<file path="src/adc_ctrl_pkg.sv">
package adc_ctrl_pkg;

  ////////////////////////////////////////////////////////////////////////////
  // register byte offsets
  localparam logic [7:0] ADDR_RESULT_LOW  = 8'h78;
  localparam logic [7:0] ADDR_RESULT_HIGH = 8'h79;
  localparam logic [7:0] ADDR_CTRL_STATUS = 8'h7a;
  localparam logic [7:0] ADDR_REF_CH_SEL  = 8'h7c;

  // reset values
  localparam logic [7:0] CTRL_STATUS_RESET = 8'h00;
  localparam logic [7:0] REF_CH_SEL_RESET  = 8'h00;

  // converter_control_status bit positions
  localparam int BIT_ENABLE   = 7;
  localparam int BIT_START    = 6;
  localparam int BIT_FREE_RUN = 5;
  localparam int BIT_DONE     = 4;

  // reference_channel_select field positions
  localparam int BIT_LEFT_JUSTIFY = 5;
  localparam int REF_SEL_LSB      = 6;
  localparam int CHAN_SEL_MSB     = 4;

  ////////////////////////////////////////////////////////////////////////////
  // conversion timing in converter clock cycles, divider ratio, result width
  localparam int FIRST_CONV_TICKS  = 25;
  localparam int NORMAL_CONV_TICKS = 13;
  localparam int SAMPLE_TICKS      = 2;
  localparam int INIT_TICKS        = FIRST_CONV_TICKS - NORMAL_CONV_TICKS;
  localparam int BIT_TICKS         = NORMAL_CONV_TICKS - SAMPLE_TICKS;
  localparam int CONV_CLK_DIV      = 8;
  localparam int RES_W             = 10;

  ////////////////////////////////////////////////////////////////////////////
  // reference selection codes
  localparam logic [1:0] REF_EXT_PIN  = 2'h0;
  localparam logic [1:0] REF_AVCC     = 2'h1;
  localparam logic [1:0] REF_INT_1V1  = 2'h2;
  localparam logic [1:0] REF_INT_2V56 = 2'h3;

  // channel code boundaries
  localparam logic [4:0] CH_DIFF_GAIN = 5'h08;
  localparam logic [4:0] CH_DIFF_1X   = 5'h10;
  localparam logic [4:0] CH_BANDGAP   = 5'h1e;
  localparam logic [4:0] CH_GROUND    = 5'h1f;

  // gain encodings driven to the gain stage
  localparam logic [1:0] GAIN_1X   = 2'h0;
  localparam logic [1:0] GAIN_10X  = 2'h1;
  localparam logic [1:0] GAIN_200X = 2'h2;

  typedef enum logic [1:0] {
    ST_IDLE   = 2'b00,
    ST_INIT   = 2'b01,
    ST_SAMPLE = 2'b10,
    ST_BITS   = 2'b11
  } conv_state_t;

endpackage

</file>
<file path="src/conv_clock_divider.sv">
`timescale 1ns/1ps
`default_nettype none

module conv_clock_divider
  import adc_ctrl_pkg::*;
#(
  parameter int DIV = CONV_CLK_DIV
) (
  input  wire logic mclk,     // system clock
  input  wire logic reset_n,  // async reset, active low
  input  wire logic run,      // divider runs while high
  output var  logic tick      // one-cycle converter clock pulse
);

  localparam int CW = (DIV > 2) ? $clog2(DIV) : 1;
  localparam logic [CW-1:0] LAST = CW'(DIV - 1);

  logic [CW-1:0] count_ff;
  logic [CW-1:0] nxt_count;
  logic          tick_ff;
  logic          nxt_tick;

  // restart from zero whenever stopped so phase is known at power-up
  always_comb begin
    nxt_count = '0;
    nxt_tick  = 1'b0;
    if (run) begin
      nxt_count = (count_ff == LAST) ? '0 : count_ff + CW'(1);
      nxt_tick  = (count_ff == LAST);
    end
  end

  always_ff @(posedge mclk or negedge reset_n) begin
    if (!reset_n) begin
      count_ff <= '0;
      tick_ff  <= 1'b0;
    end else begin
      count_ff <= nxt_count;
      tick_ff  <= nxt_tick;
    end
  end

  assign tick = tick_ff;

endmodule

`default_nettype wire

</file>
<file path="src/adc_mux_and_control_regs.sv">
// Local design decision: the strobed register port.
`timescale 1ns/1ps
`default_nettype none

// Behaviour
// - reference change waits for conversion end
// - reference code picks pin, supply, 1.1, 2.56
// - justify bit reshapes result data at once
// - codes select single inputs, bandgap, ground
// - codes select differential pairs and gain
// - channel change waits for conversion end
// - enable bit powers converter on or off
// - disabling mid conversion aborts without result
// - single mode: one start, one conversion
// - free running: conversions repeat after start
// - first conversion 25 cycles, later 13
// - start bit reads one while busy
// - writing start zero is ignored
// - done flag set when data updated
// - left or right placement of result bits
// - low byte read locks data until high
// - differential results in two's complement
module adc_mux_and_control_regs
  import adc_ctrl_pkg::*;
#(
  parameter int DIV = CONV_CLK_DIV
) (
  input  wire logic             mclk,              // system clock, 40 MHz
  input  wire logic             reset_n,           // async reset, active low
  input  wire logic [7:0]       reg_addr,          // register byte address
  input  wire logic [7:0]       reg_wdata,         // write data
  input  wire logic             reg_wr,            // write strobe
  input  wire logic             reg_rd,            // read strobe
  output var  logic [7:0]       reg_rdata,         // read data, cycle after strobe
  input  wire logic             comparator_in,     // analog comparator, async
  output var  logic             converter_power,   // analog core powered
  output var  logic             sample_hold,       // high while holding sample
  output var  logic [RES_W-1:0] dac_code,          // trial code to the dac
  output var  logic             reference_pin_en,  // external reference pin
  output var  logic             ref_avcc_en,       // analog supply reference
  output var  logic             ref_int_1v1_en,    // internal 1.1 V reference
  output var  logic             ref_int_2v56_en,   // internal 2.56 V reference
  output var  logic [2:0]       pos_input,         // positive input number
  output var  logic [2:0]       neg_input,         // negative input number
  output var  logic [1:0]       gain_sel,          // gain stage setting
  output var  logic             differential,      // differential pair chosen
  output var  logic             bandgap_sel,       // bandgap on converter input
  output var  logic             ground_sel         // ground on converter input
);

  localparam logic [4:0] INIT_LAST   = 5'(INIT_TICKS - 1);
  localparam logic [4:0] SAMPLE_LAST = 5'(SAMPLE_TICKS - 1);
  localparam logic [4:0] BITS_LAST   = 5'(BIT_TICKS - 1);
  localparam logic [3:0] TOP_BIT     = 4'(RES_W - 1);

  ////////////////////////////////////////////////////////////////////////////
  // shared nets
  logic             tick;
  logic             comp_meta_ff;
  logic             comp_sync_ff;
  logic             wr_ctrl;
  logic             wr_sel;
  logic             start_req;
  logic             abort;
  logic             complete;
  logic [RES_W-1:0] final_code;

  conv_state_t      state_ff;
  conv_state_t      nxt_state;
  logic [4:0]       cnt_ff;
  logic [4:0]       nxt_cnt;
  logic [RES_W-1:0] sar_ff;
  logic [RES_W-1:0] nxt_sar;
  logic [3:0]       idx_ff;
  logic [3:0]       nxt_idx;

  logic [7:0]       sel_ff;
  logic [7:0]       nxt_sel;
  logic             enable_ff;
  logic             nxt_enable;
  logic             free_run_ff;
  logic             nxt_free_run;
  logic             done_ff;
  logic             nxt_done;
  logic             first_ff;
  logic             nxt_first;
  logic             lock_ff;
  logic             nxt_lock;
  logic [RES_W-1:0] result_ff;
  logic [RES_W-1:0] nxt_result;
  logic [1:0]       ref_app_ff;
  logic [1:0]       nxt_ref_app;
  logic [4:0]       chan_app_ff;
  logic [4:0]       nxt_chan_app;
  logic [7:0]       rdata_ff;
  logic [7:0]       nxt_rdata;

  logic [3:0]       ref_out_ff;
  logic [3:0]       nxt_ref_out;
  logic [10:0]      mux_out_ff;
  logic [10:0]      nxt_mux_out;
  logic             hold_ff;
  logic             nxt_hold;

  ////////////////////////////////////////////////////////////////////////////
  // converter clock and comparator synchroniser; DIV must be 3 or more so each decision sees settled sync flops
  conv_clock_divider #(.DIV(DIV)) u_div (
    .mclk    (mclk),
    .reset_n (reset_n),
    .run     (enable_ff),
    .tick    (tick)
  );

  always_ff @(posedge mclk or negedge reset_n) begin
    if (!reset_n) begin
      comp_meta_ff <= 1'b0;
      comp_sync_ff <= 1'b0;
    end else begin
      comp_meta_ff <= comparator_in;
      comp_sync_ff <= comp_meta_ff;
    end
  end

  ////////////////////////////////////////////////////////////////////////////
  // bus decode; a busy start write is absorbed, a zero start does nothing
  assign wr_ctrl   = reg_wr && (reg_addr == ADDR_CTRL_STATUS);
  assign wr_sel    = reg_wr && (reg_addr == ADDR_REF_CH_SEL);
  assign abort     = wr_ctrl && !reg_wdata[BIT_ENABLE];
  assign start_req = wr_ctrl && reg_wdata[BIT_ENABLE] && reg_wdata[BIT_START] && (state_ff == ST_IDLE);
  assign complete  = !abort && (state_ff == ST_BITS) && tick && (cnt_ff == BITS_LAST);
  assign final_code = (chan_app_ff >= CH_DIFF_GAIN && chan_app_ff < CH_BANDGAP)
                      ? {~sar_ff[RES_W-1], sar_ff[RES_W-2:0]} : sar_ff;

  ////////////////////////////////////////////////////////////////////////////
  // conversion sequencer: init, sample, ten bit decisions, finish
  always_comb begin
    nxt_state = state_ff;
    nxt_cnt   = cnt_ff;
    nxt_sar   = sar_ff;
    nxt_idx   = idx_ff;
    if (abort) begin
      nxt_state = ST_IDLE;
      nxt_cnt   = '0;
    end else begin
      case (state_ff)
        ST_IDLE: begin
          if (start_req) begin
            nxt_state = (first_ff || !enable_ff) ? ST_INIT : ST_SAMPLE;
            nxt_cnt   = '0;
          end
        end
        ST_INIT: begin
          if (tick) begin
            nxt_cnt = cnt_ff + 5'h01;
            if (cnt_ff == INIT_LAST) begin
              nxt_state = ST_SAMPLE;
              nxt_cnt   = '0;
            end
          end
        end
        ST_SAMPLE: begin
          if (tick) begin
            nxt_cnt = cnt_ff + 5'h01;
            if (cnt_ff == SAMPLE_LAST) begin
              nxt_state = ST_BITS;
              nxt_cnt   = '0;
              nxt_sar   = {1'b1, {(RES_W-1){1'b0}}};
              nxt_idx   = TOP_BIT;
            end
          end
        end
        ST_BITS: begin
          if (tick) begin
            nxt_cnt = cnt_ff + 5'h01;
            if (cnt_ff == BITS_LAST) begin
              nxt_state = free_run_ff ? ST_SAMPLE : ST_IDLE;
              nxt_cnt   = '0;
            end else begin
              nxt_sar[idx_ff] = comp_sync_ff;
              if (idx_ff != 4'h0) begin
                nxt_sar[idx_ff - 4'h1] = 1'b1;
                nxt_idx                = idx_ff - 4'h1;
              end
            end
          end
        end
        default: begin
          nxt_state = ST_IDLE;
          nxt_cnt   = '0;
        end
      endcase
    end
  end

  always_ff @(posedge mclk or negedge reset_n) begin
    if (!reset_n) begin
      state_ff <= ST_IDLE;
      cnt_ff   <= '0;
      sar_ff   <= '0;
      idx_ff   <= '0;
    end else begin
      state_ff <= nxt_state;
      cnt_ff   <= nxt_cnt;
      sar_ff   <= nxt_sar;
      idx_ff   <= nxt_idx;
    end
  end

  ////////////////////////////////////////////////////////////////////////////
  // software registers, shadows, result and read port
  always_comb begin
    nxt_sel      = sel_ff;
    nxt_enable   = enable_ff;
    nxt_free_run = free_run_ff;
    nxt_first    = first_ff;
    nxt_lock     = lock_ff;
    nxt_result   = result_ff;
    nxt_done     = done_ff;
    nxt_rdata    = 8'h00;
    nxt_ref_app  = ref_app_ff;
    nxt_chan_app = chan_app_ff;
    if (wr_sel) begin
      nxt_sel = reg_wdata;
    end
    if (wr_ctrl) begin
      nxt_enable   = reg_wdata[BIT_ENABLE];
      nxt_free_run = reg_wdata[BIT_FREE_RUN];
      if (reg_wdata[BIT_DONE]) begin
        nxt_done = 1'b0;
      end
    end
    if (abort || start_req) begin
      nxt_first = 1'b0;
    end else if (wr_ctrl && reg_wdata[BIT_ENABLE] && !enable_ff) begin
      nxt_first = 1'b1;
    end
    // low read locks until high read
    if (reg_rd && reg_addr == ADDR_RESULT_LOW) begin
      nxt_lock = 1'b1;
    end else if (reg_rd && reg_addr == ADDR_RESULT_HIGH) begin
      nxt_lock = 1'b0;
    end
    if (complete && !lock_ff) begin
      nxt_result = final_code;
      nxt_done   = 1'b1;
    end
    // shadows track only when idle or finishing
    if (state_ff == ST_IDLE || complete) begin
      nxt_ref_app  = sel_ff[7:REF_SEL_LSB];
      nxt_chan_app = sel_ff[CHAN_SEL_MSB:0];
    end
    if (reg_rd) begin
      case (reg_addr)
        ADDR_RESULT_LOW: begin
          nxt_rdata = sel_ff[BIT_LEFT_JUSTIFY] ? {result_ff[1:0], 6'h00} : result_ff[7:0];
        end
        ADDR_RESULT_HIGH: begin
          nxt_rdata = sel_ff[BIT_LEFT_JUSTIFY] ? result_ff[9:2] : {6'h00, result_ff[9:8]};
        end
        ADDR_CTRL_STATUS: begin
          nxt_rdata = {enable_ff, state_ff != ST_IDLE, free_run_ff, done_ff, 4'h0};
        end
        ADDR_REF_CH_SEL: begin
          nxt_rdata = sel_ff;
        end
        default: begin
          nxt_rdata = 8'h00;
        end
      endcase
    end
  end

  always_ff @(posedge mclk or negedge reset_n) begin
    if (!reset_n) begin
      sel_ff      <= REF_CH_SEL_RESET;
      enable_ff   <= CTRL_STATUS_RESET[BIT_ENABLE];
      free_run_ff <= CTRL_STATUS_RESET[BIT_FREE_RUN];
      done_ff     <= CTRL_STATUS_RESET[BIT_DONE];
      first_ff    <= 1'b0;
      lock_ff     <= 1'b0;
      result_ff   <= '0;
      ref_app_ff  <= REF_CH_SEL_RESET[7:REF_SEL_LSB];
      chan_app_ff <= REF_CH_SEL_RESET[CHAN_SEL_MSB:0];
      rdata_ff    <= 8'h00;
    end else begin
      sel_ff      <= nxt_sel;
      enable_ff   <= nxt_enable;
      free_run_ff <= nxt_free_run;
      done_ff     <= nxt_done;
      first_ff    <= nxt_first;
      lock_ff     <= nxt_lock;
      result_ff   <= nxt_result;
      ref_app_ff  <= nxt_ref_app;
      chan_app_ff <= nxt_chan_app;
      rdata_ff    <= nxt_rdata;
    end
  end

  ////////////////////////////////////////////////////////////////////////////
  // analog control outputs: reference and mux decoded from the shadows, hold from the next state
  always_comb begin
    nxt_ref_out = 4'h0;
    case (ref_app_ff)
      REF_EXT_PIN:  nxt_ref_out = 4'h1;
      REF_AVCC:     nxt_ref_out = 4'h2;
      REF_INT_1V1:  nxt_ref_out = 4'h4;
      REF_INT_2V56: nxt_ref_out = 4'h8;
      default:      nxt_ref_out = 4'h0;
    endcase
    // fields: {ground, bandgap, diff, gain[1:0], neg[2:0], pos[2:0]}
    nxt_mux_out = 11'h000;
    if (chan_app_ff == CH_GROUND) begin
      nxt_mux_out[10] = 1'b1;
    end else if (chan_app_ff == CH_BANDGAP) begin
      nxt_mux_out[9] = 1'b1;
    end else if (chan_app_ff >= CH_DIFF_1X) begin
      // unity gain, negative input 1 or 2
      nxt_mux_out = {2'b00, 1'b1, GAIN_1X, chan_app_ff[3] ? 3'h2 : 3'h1, chan_app_ff[2:0]};
    end else if (chan_app_ff >= CH_DIFF_GAIN) begin
      // gain pairs on input 0 or 2
      nxt_mux_out = {2'b00, 1'b1, chan_app_ff[1] ? GAIN_200X : GAIN_10X,
                     chan_app_ff[2] ? 3'h2 : 3'h0,
                     chan_app_ff[2] ? {2'b01, chan_app_ff[0]} : {2'b00, chan_app_ff[0]}};
    end else begin
      nxt_mux_out[2:0] = chan_app_ff[2:0];
    end
    nxt_hold = (nxt_state == ST_BITS);
  end

  always_ff @(posedge mclk or negedge reset_n) begin
    if (!reset_n) begin
      ref_out_ff <= 4'h1;
      mux_out_ff <= 11'h000;
      hold_ff    <= 1'b0;
    end else begin
      ref_out_ff <= nxt_ref_out;
      mux_out_ff <= nxt_mux_out;
      hold_ff    <= nxt_hold;
    end
  end

  assign reg_rdata        = rdata_ff;
  assign converter_power  = enable_ff;
  assign sample_hold      = hold_ff;
  assign dac_code         = sar_ff;
  assign reference_pin_en = ref_out_ff[0];
  assign ref_avcc_en      = ref_out_ff[1];
  assign ref_int_1v1_en   = ref_out_ff[2];
  assign ref_int_2v56_en  = ref_out_ff[3];
  assign pos_input        = mux_out_ff[2:0];
  assign neg_input        = mux_out_ff[5:3];
  assign gain_sel         = mux_out_ff[7:6];
  assign differential     = mux_out_ff[8];
  assign bandgap_sel      = mux_out_ff[9];
  assign ground_sel       = mux_out_ff[10];

  ////////////////////////////////////////////////////////////////////////////
  // checks; a tick counter per conversion backs the length check
  logic [4:0] conv_ticks_ff;
  logic       conv_first_ff;

  always_ff @(posedge mclk or negedge reset_n) begin
    if (!reset_n) begin
      conv_ticks_ff <= '0;
      conv_first_ff <= 1'b0;
    end else if (start_req || complete) begin
      conv_ticks_ff <= '0;
      conv_first_ff <= start_req && (first_ff || !enable_ff);
    end else if (tick && state_ff != ST_IDLE) begin
      conv_ticks_ff <= conv_ticks_ff + 5'h01;
    end
  end
endmodule

`default_nettype wire

</file>
<file path="config.mk">
export PLATFORM = sky130hd
export DESIGN_NAME = adc_mux_and_control_regs
export DESIGN_NICKNAME = d
export VERILOG_FILES = /design/src/adc_ctrl_pkg.sv /design/src/conv_clock_divider.sv /design/src/adc_mux_and_control_regs.sv
export SDC_FILE = /design/constraint.sdc
export NUM_CORES = 1
export LEC_CHECK = 0
export BUFFER_PORTS_ARGS = -buffer_cell sky130_fd_sc_hd__buf_2
export CAP_MARGIN = 20
export CORE_MARGIN = 1.5
export CORE_UTILIZATION = 25
export CTS_CLUSTER_SIZE = 28
export DETAILED_ROUTE_END_ITERATION = 10
export PLACE_DENSITY = 0.51
export SLEW_MARGIN = 15
export SYNTH_ARGS = -nofsm -noshare
export SYNTH_HDL_FRONTEND = slang
export SYNTH_SLANG_ARGS = --single-unit
</file>
<file path="constraint.sdc">
create_clock -name mclk -period 5.1 [get_ports mclk]
set_clock_uncertainty 0.1 [all_clocks]
set_input_delay 0 -clock mclk [delete_from_list [all_inputs] [get_ports mclk]]
set_output_delay 0 -clock mclk [all_outputs]
set_load 0.005 [all_outputs]
</file>
======== Yosys cells after proc, flatten, opt, wreduce, memory -nomap -nowiden ========
Index checks and enable logic that the tools add are counted.
operators by class
  add/subtract/negate cells ............... 3
  multiply operators ...................... 0
  divide/modulo/power cells ............... 0
  magnitude comparators ................... 7
  equal/unequal tests ..................... 26
  shifts and indexed selects .............. 0
  mux-type cells .......................... 65
  bitwise gates (word level) .............. 3
  reduce and logical (&&, ||, !) cells .... 36
operator list
  operator            count
  $mux 10             7
  $mux 5              8
  $eq 8x7->1 const B  4
  $pmux 8 s4          1
  $mux 2              14
  $mux 8              3
  $mux 4              5
  $pmux 10 s2         1
  $pmux 5 s4          1
  $logic_and 1x1->1   16
  $pmux 4 s4          1
  $mux 1              13
  $reduce_bool 2->1   6
  $mux 11             1
  $bwmux 10           1
  $eq 2x2->1 const B  5
  $eq 5x4->1 const B  2
  $eq 5x5->1 const B  2
  $lt 4x5->1 const B  2
  $or 10x10->10       1
  $mux 3              3
  $mux 9              1
  $ne 3x2->1 const B  3
  $demux 1 s4         2
  25 further kinds    37
storage, ports and cells
  bits in registers ....................... 81
  latch bits .............................. 0
  memory bits (writable) .................. 0
  memory bits (read-only) ................. 0
  output and inout port bits .............. 35
  memories kept ........................... 0

======== Logic depth before layout (Yosys ltp) ========
Gate-level depths: netlist (run 1).
  depth after elaboration ................. 10
  gate-level depth with buffers ........... 8
  depth with buffers taken out ............ 7

======== Modules after synthesis ========
Synthesis (run 1) repeated with hierarchy kept, for this count alone.
second synthesis, totals
  cells, all modules ...................... 401
  area, all modules ....................... 4,170.2 um2
modules (own cells, without submodules)
  module                    times used  cells each  area each (um2)  sequential area each (um2)
  adc_mux_and_control_regs  1           391         4,010.1          1,903.1
  conv_clock_divider        1           10          160.2            100.1

======== Worst setup path after synthesis (run 1) ========
OpenSTA, ideal clock, no wires.
  kind .................................... register to register
  from .................................... register cnt_ff[1]
  to ...................................... register idx_ff[3]
  arrival time ............................ 1,984 ps
  setup slack ............................. 2,888 ps
  stages on the path, launching flop included .. 9
  buffers on the path ..................... 1
  clock period less this slack ............ 2,212 ps
  cell sequence ........................... dfrtp_1 inv_1 ha_1 or4b_4 nor2b_4 or4_4 buf_6 o31ai_2 o21ai_1
on the way
  longest elaborated chain between the ends .. 3
  elaborated cells on any way between the ends .. 5
  those cells by class .................... eq/ne: 4; reduce/logical: 1
ends and longest elaborated chain
  item                                             line                                                              source
  start, declared                                  adc_mux_and_control_regs.sv:70                                    logic [4:0] cnt_ff;
  start signal, assigned                           adc_mux_and_control_regs.sv:203                                   cnt_ff <= nxt_cnt;
  $eq 5x1->1 / $eq 5x4->1 (equally long branches)  adc_mux_and_control_regs.sv:164, adc_mux_and_control_regs.sv:175
  $ne 2x2->1 (no source line)                      -
  $reduce_and 7->1 (no source line) (*)            -
  end signal, assigned                             adc_mux_and_control_regs.sv:205                                   idx_ff <= nxt_idx;
  end, declared                                    adc_mux_and_control_regs.sv:74                                    logic [3:0] idx_ff;
Every way passes the cells marked *; elsewhere a longest branch is shown, timed or not.
A chain may end at the register's enable or synchronous reset.

======== Worst setup path in the final report (run 1) ========
Ends and elaborated chain as after synthesis.

==> results of run 1 <==
==> critical path: stages (launching register included) <==
cell and delay, ns:
dfrtp_1 0.42, inv_1 0.08, ha_1 0.12, or4b_4 0.46, nor2b_4 0.15, or4_4 0.50
o31ai_2 0.24, o21ai_1 0.09
==> flip-flops by register name (all words and copies together) (netlist names), 2 cells and up <==
name            cells
ref_out_ff          4
reg_rdata           8
mux_out_ff         10
u_div.count_ff      3
result_ff          10
idx_ff              4
chan_app_ff         5
sel_ff              8
ref_app_ff          2
state_ff            2
dac_code           10
cnt_ff              5
==> cells in the mapped netlist (all sizes together), types with 2 or more instances <==
cell type	n	area share, %
a21boi	3	0.55
a21o	2	0.37
a21oi	22	2.7
a221oi	2	0.43
a22o	3	0.65
a22oi	6	1.1
a2bb2oi	3	0.65
a31oi	3	0.46
a32oi	3	0.65
and2	7	1.1
and3	3	0.46
and3b	2	0.43
and4b	2	0.49
buf	17	2.8
clkbuf	10	0.92
dfrtp	79	49
ha	10	3.1
inv	17	1.6
mux2	29	8.0
mux2i	8	2.0
nand2	28	2.6
nand2b	4	0.62
nand3	8	0.98
nand3b	3	0.55
nand4	3	0.46
nor2	33	3.1
nor2b	8	1.4
nor3	7	1.1
nor4	5	0.92
o21ai	29	3.6
o22ai	8	1.2
o31ai	2	0.49
or3	5	0.77
==> routing by layer <==
metal | wire length [um] | share of wire (%) | global-route usage (%) | up-vias
li1 | - | - | - | 1513
met1 | 4430 | 47 | 14.9 | 1501
met2 | 4460 | 47 | 18.9 | 56
met3 | 436 | 4.6 | 3.95 | 12
met4 | 103 | 1.1 | 3.17 | 0
met5 | 0 | 0 | 0 | -
==> where the power goes <==
group	internal [mW]	total (mW)	switching, mW
clock	0.346	0.604	0.258
sequential	0.760	0.929	0.168
combinational	0.275	0.599	0.324
total	1.38	2.13	0.751
==> repair_timing <==
item                                   in CTS  in global routing
endpoints found under the hold margin      93                  0
hold buffers                               12                  0
setup endpoints to repair                   0                  0
==> path summary, 6_finish.rpt <==
kind                                        start                 endpoint  slack [ns]
setup / recovery            cnt_ff[1]$_DFFE_PN0P_    idx_ff[3]$_DFFE_PN0P_        2.83
hold / removal                        reg_addr[1]   reg_rdata[5]$_DFF_PN0_        0.03
setup reg to reg            cnt_ff[1]$_DFFE_PN0P_    idx_ff[3]$_DFFE_PN0P_        2.83
hold reg to reg            comp_meta_ff$_DFF_PN0_   comp_sync_ff$_DFF_PN0_        0.25
max in group asynchronous                 reset_n  dac_code[9]$_DFFE_PN0P_        4.24
min in group asynchronous                 reset_n  mux_out_ff[4]$_DFF_PN0_        0.06
==> cells by family (layout without fill, tap and decap cells) <==
| kind of cell | count (synthesis) | count (layout) | synth area share (%) |
|---|---|---|---|
| fa+ha+maj | 10 | 10 | 3.08 |
| xor+xnor | 1 | 1 | 0.215 |
| other cells | 1 | 1 | 0.0922 |
| flops | 80 | 80 | 49.3 |
| mux | 37 | 37 | 10.0 |
| compound gates | 94 | 94 | 14.6 |
| buf+inv | 44 | 102 | 5.29 |
| simple gates | 128 | 128 | 17.5 |
==> metrics by stage <==
stage	std cells	cell area, um^2	util (%)	hold slack (ns)
6_report	669	4900	30.8	0.0321
5_1_grt	669	4900	30.8	0.0483
4_1_cts	668	4880	30.7	0.0158
3_5_place_dp	640	4470	28.2	0.0234
3_3_place_gp	640	4470	28.2	0.0229
2_1_floorplan	395	4070	-	-0.396
==> layout make-up <==
cell class,count,share of cell area (%)
sequential,80,40.9
timing repair buffer,69,8.74
inverter,17,1.30
clock buffer,11,4.96
clock inverter,5,0.843
multi-input combinational,271,37.7
tap,216,5.52
==> metrics.cfg, run 1 <==
[run_status]
status=finished, final reports clean

[power_and_ir_drop]
power.density_nw_per_um2=435
p_leak_nw=2.25
power_mw=2.13
ir_worst_vdd_mv=0.161

[clocking]
clk_pin_slew_ns=0.06
cts_setup_buffers=0
cts_root_buf=clkbuf_16
cts_buffers=9
tritoncts=yes
cts_sinks=80
cts_resized=0
clock_latency_ns=0.34
cts.htree.levels=3
clk_path_buf_depth=2

[synth]
synth_area_um2=4070
synth_nets=426
synth_warnings=0
synth_ff_type=dfrtp_1
syn_inst=395
synth-seq-cells=80
avgSynthCellArea_um2=10.3
async_flop_share_pct=100
seq_area_frac_synth_pct=49.3
synth_edf_count=0
ys_types=63

[sta]
period_needed_ns=2.27
tns_ns=0
tightest_slew_ns=0.755
finalWorstSetupSlack_ns=2.83
max-slew-margin-rel_pct=49.2
timing.final.crit_share_pct=44.5
slew_viol_final=0
hold_violations=0
max_freq_ghz=0.440
setup_viol=0
rsz0062_at_grt=no

[setup_path]
cp.arrival_ns=2.39
worstPathRequired_ns=5.22
start_kind=register
path_class=register to register
cp_max_fo=9
rr_worst_depth=7
cp-end-kind=register

[grt]
antenna_found_initial=0
grt_pass1_wl_mm=15.3
grt_pass1_vias=2979
grt_usage_pct=11.7
grt_start_max_net_pins=81
grt-ovfl-total=0

[detailed_routing]
vias=3082
wire_per_inst_um=14.1
drtIter0Drc=196
firstDrtPassIters=4
routed_wl_mm=9.43
route.detailed.drc=0
vias_per_cell=4.61
ant_nets=0

[floorplanning]
die_y_um=131
core_area_um2=15900
start_util_pct=25.6
dieArea_um2=17000
rows=46
die_w_um=131
ios=56

[layout]
nets=479
multiInputGateArea_um2=1850
most-common-layout-cells=dfrtp_1 (79), buf_2 (53), nor2_1 (32), mux2_2 (29)
regArea_um2=2000
area_growth_pct=20.4
diodes=0
layout_commonest_cell=dfrtp_1
nFillCells=1662
drive_above_1_share_pct=24.7

[run]
maxCapViolCount=0

[placement]
gp_congestion=0.829
port_buffers=54
hpwl_mm=6.83
dp_worst_setup_slack_ns=2.83

[min_path]
hold_depth=3
hp-class=primary input to register

Power figures use the tool's default switching activity.
==> inputs of run 2 (changes only) <==
ABC_AREA = 1   (was default)
clock period = 2.15 ns   (was 5.1 ns; I/O delays follow)
==> run 2 against run 1 <==
  * Final cell count increased by 21%
  * Critical path type is now primary input to register
  * First-iteration DRC count up 37%
  * Sequential share of layout area down 1.5 points
  * Largest cell class unchanged
  * Highest routed layer unchanged
  * Critical endpoint is now sel_ff[2]$_DFFE_PN0P_
==> metrics.cfg, run 2 <==
[run_status]
status=finished, final reports clean  ; unchanged

[setup_path]
cp.arrival_ns=2.07  ; was 2.39 ns
max_stage_delay_ns=0.55  ; was 0.50 ns
worstPathRequired_ns=2.28  ; was 5.22 ns
path_delay_family=buffers and inverters  ; was simple AND/OR/NAND/NOR gates
start_kind=primary input  ; was register
crit_start=reg_addr[1]  ; was cnt_ff[1]$_DFFE_PN0P_
path_class=primary input to register  ; was register to register
path_cells=dlygate4sd3_1 -> buf_2 -> inv_2 -> nand2_1 -> nor3_1 -> nand2_2 -> o21ai_0 -> nand2_1 -> dlygate4sd3_1  ; was inv_1 -> ha_1 -> or4b_4 -> nor2b_4 -> or4_4 -> o31ai_2 -> o21ai_1
ff2ff_setup_slack_ns=0.30  ; was 2.83 ns
r2r-start=idx_ff[0]$_DFFE_PN0P_  ; was cnt_ff[1]$_DFFE_PN0P_
crit_buf_inv=4  ; was 1
critPathSlowestCell=dlygate4sd3_1  ; was or4_4
cp-end-kind=register  ; unchanged
cp_max_fo=10  ; was 9

[sta]
hold_slack_ns=0.0177  ; was 0.0321 ns
rsz0062_at_grt=no  ; unchanged
period_needed_ns=1.94
slew_viol_final=0  ; unchanged
timing.final.crit_share_pct=90.3
max-slew-margin-rel_pct=65.4  ; was 49.2%
finalWorstSetupSlack_ns=0.210  ; was 2.83 ns
max_freq_ghz=0.515
tns_ns=0  ; unchanged
setup_viol=0  ; unchanged
tightest_slew_ns=0.517  ; was 0.755 ns
hold_violations=0  ; unchanged

[clocking]
cts.htree.levels=3  ; unchanged
clk_pin_slew_ns=0.07  ; was 0.06 ns
cts_root_buf=clkbuf_16  ; unchanged
clk_path_buf_depth=2  ; unchanged
tritoncts=yes  ; unchanged
cts_sinks=80  ; unchanged
cts_resized=0  ; unchanged
clock_latency_ns=0.34  ; about the same
cts_buffers=9  ; unchanged

[floorplanning]
die_w_um=132  ; was 131 um
core_area_um2=16400  ; was 15900 um^2
ios=56  ; unchanged
rows=47  ; was 46
die_y_um=132  ; was 131 um
dieArea_um2=17400  ; was 17000 um^2
start_util_pct=25.4  ; was 25.6%

[placement]
port_buffers=54  ; unchanged
hpwl_mm=7.37  ; was 6.83 mm
gp_congestion=0.849  ; was 0.829
dp_worst_setup_slack_ns=0.332  ; was 2.83 ns

[detailed_routing]
route.detailed.drc=0  ; unchanged
vias_per_cell=4.28  ; was 4.61
firstDrtPassIters=5  ; was 4
vias=3476  ; was 3082
drtIter0Drc=268  ; was 196
routed_wl_mm=9.75  ; was 9.43 mm
wire_per_inst_um=12.0  ; was 14.1 um
ant_nets=0  ; unchanged

[synth]
synth.most_common_cell=nand2_1  ; was dfrtp_1
synth_warnings=0  ; unchanged
synth_compound_area_share_pct=9.41  ; was 14.6%
syn_inst=523  ; was 395
async_flop_share_pct=100  ; unchanged
ys_types=34  ; was 63
synth_nets=554  ; was 426
synth_area_leaders=dfrtp_1 (47%), nand2_1 (14%), inv_1 (5.4%)  ; was dfrtp_1 (49%), mux2_2 (8.0%), o21ai_0 (3.4%)
yosys.area.top_type_share_pct=47.5  ; was 48.6%
synth_xor_area_share_pct=0.631  ; was 0.215%
seq_area_frac_synth_pct=48.1  ; was 49.3%
synth_edf_count=0  ; unchanged
yosys-mux-area-fraction_pct=0.240  ; was 10.0%
synth_top_family_by_area=simple AND/OR/NAND/NOR gates  ; unchanged
synth_ff_type=dfrtp_1  ; unchanged
netlist_top_cells_count=nand2_1 (154), dfrtp_1 (79), inv_1 (60), nor2_1 (50), o21ai_0 (40)  ; was dfrtp_1 (79), nor2_1 (32), mux2_2 (29), nand2_1 (28), o21ai_0 (28)
synth-seq-cells=80  ; unchanged
synth-adder-area-share_pct=3.00  ; was 3.08%
yosys.area.top_type=dfrtp_1  ; unchanged
synth_area_um2=4160  ; was 4070 um^2
avgSynthCellArea_um2=7.96  ; was 10.3 um^2
yosys.area_share.simple_pct=29.5  ; was 17.5%

[power_and_ir_drop]
switchingPower_mw=2.08  ; was 751 uW
p_int_mw=3.47  ; was 1.38 mW
pwr-share-comb_pct=32.1  ; was 28.1%
switching_share_pct=37.4  ; was 35.2%
power.density_nw_per_um2=1090  ; was 435 nW/um^2
seq_power_share_pct=39.1  ; was 43.6%
p_leak_nw=2.62  ; was 2.25 nW
ir_worst_vdd_mv=0.357  ; was 0.161 mV
clock_power_share_pct=28.8  ; was 28.3%
power_mw=5.55  ; was 2.13 mW

[grt]
grt_pass1_wl_mm=16.7  ; was 15.3 mm
grt-ovfl-total=0  ; unchanged
antenna_found_initial=0  ; unchanged
grt_pass1_vias=3351  ; was 2979
grt_start_max_net_pins=46  ; was 81
grt_usage_pct=11.9  ; was 11.7%

[min_path]
min_from=reg_addr[3]  ; was reg_addr[1]
hp-class=primary input to register  ; unchanged

[layout]
diodes=0  ; unchanged
nets=618  ; was 479
layout_commonest_cell=nand2_1  ; was dfrtp_1
most-common-layout-cells=nand2_1 (154), dfrtp_1 (79), inv_1 (60), buf_2 (53), nor2_1 (50)  ; was dfrtp_1 (79), buf_2 (53), nor2_1 (32), mux2_2 (29)
drive_above_1_share_pct=18.6  ; was 24.7%
area_growth_pct=21.9  ; was 20.4%

[run]
maxCapViolCount=0  ; unchanged

-- run 2: changes by cell type after synthesis, sizes merged, moves of 6 or more --
| cell | delta |
|---|---|
| a21oi | -14 |
| a22oi | -6 |
| and2 | -7 |
| clkbuf | -8 |
| inv | +49 |
| mux2 | -29 |
| mux2i | -7 |
| nand2 | +135 |
| nand3 | +34 |
| nor2 | +27 |
| nor2b | -8 |
| o21ai | +20 |
-- run 2: worst paths after layout --
path,to,cells past startpoint
setup reg to reg,dac_code[6]$_DFFE_PN0P_,10
setup / recovery,sel_ff[2]$_DFFE_PN0P_,9
min in group asynchronous,ref_out_ff[3]$_DFF_PN0_,2
hold reg to reg,comp_sync_ff$_DFF_PN0_,0
max in group asynchronous,result_ff[2]$_DFFE_PN0P_,3
hold / removal,free_run_ff$_DFFE_PN0N_,5
-- run 2: power groups by stage --
stage | registers (mW) | clock network (mW) | logic [mW]
2_1_floorplan | 2.11 | 0 | 1.36
3_3_place_gp | 2.18 | 0 | 1.75
3_5_place_dp | 2.20 | 0 | 1.76
4_1_cts | 2.17 | 1.65 | 1.80
5_1_grt | 2.23 | 1.70 | 2.06
6_report | 2.17 | 1.60 | 1.78
-- run 2: timing repair --
item / CTS / global route
hold buffers: 14 / 0
buffers inserted: 0 / 1
hold endpoints to repair: 99 / 0
endpoints found under the setup margin: 0 / 1
-- run 2: final cells by class --
cell class                      instances  area, um^2
Timing Repair Buffer                   71         448
Clock buffer                           10         239
Inverter                               66         248
Tap cell                              220         275
Clock inverter                          6        76.3
Fill cell                            1753       11300
Sequential cell                        80        2000
Multi-Input combinational cell        359        1790
-- run 2: stage by stage --
stage               area, um^2  instances  util [%]
floorplan                 4160        523         -
CTS                       5070        811      30.9
global route              5080        812      30.9
detailed placement        4610        781      28.1
finish                    5080        812      30.9
global placement          4610        781      28.1
-- run 2: worst register-to-register path, stage by stage (launching register included) --
cell	delay (ns)
dfrtp_1	0.42
inv_1	0.18
ha_1	0.24
nor2_1	0.07
nor2_1	0.18
inv_1	0.10
nor2_1	0.18
nand3_1	0.10
nand2_1	0.07
nand2_1	0.04
o21ai_0	0.08
-- run 2: kinds of logic after synthesis --
kind of cell	count (synthesis)
AND/OR/NAND/NOR	276
buffers and inverters	84
flip-flops	80
AO/OA/AOI/OAI	68
adder cells (fa/ha/maj)	10
XOR/XNOR	3
other	1
multiplexers	1
-- run 2: layer usage --
metal,part of all wire (%),wire [um],global-route usage (%),vias up
met5,0,0,0,-
met4,1.5,148,3.21,0
met3,5.0,485,3.34,13
met2,46,4500,19.2,87
met1,47,4620,15.6,1597
li1,-,-,-,1779
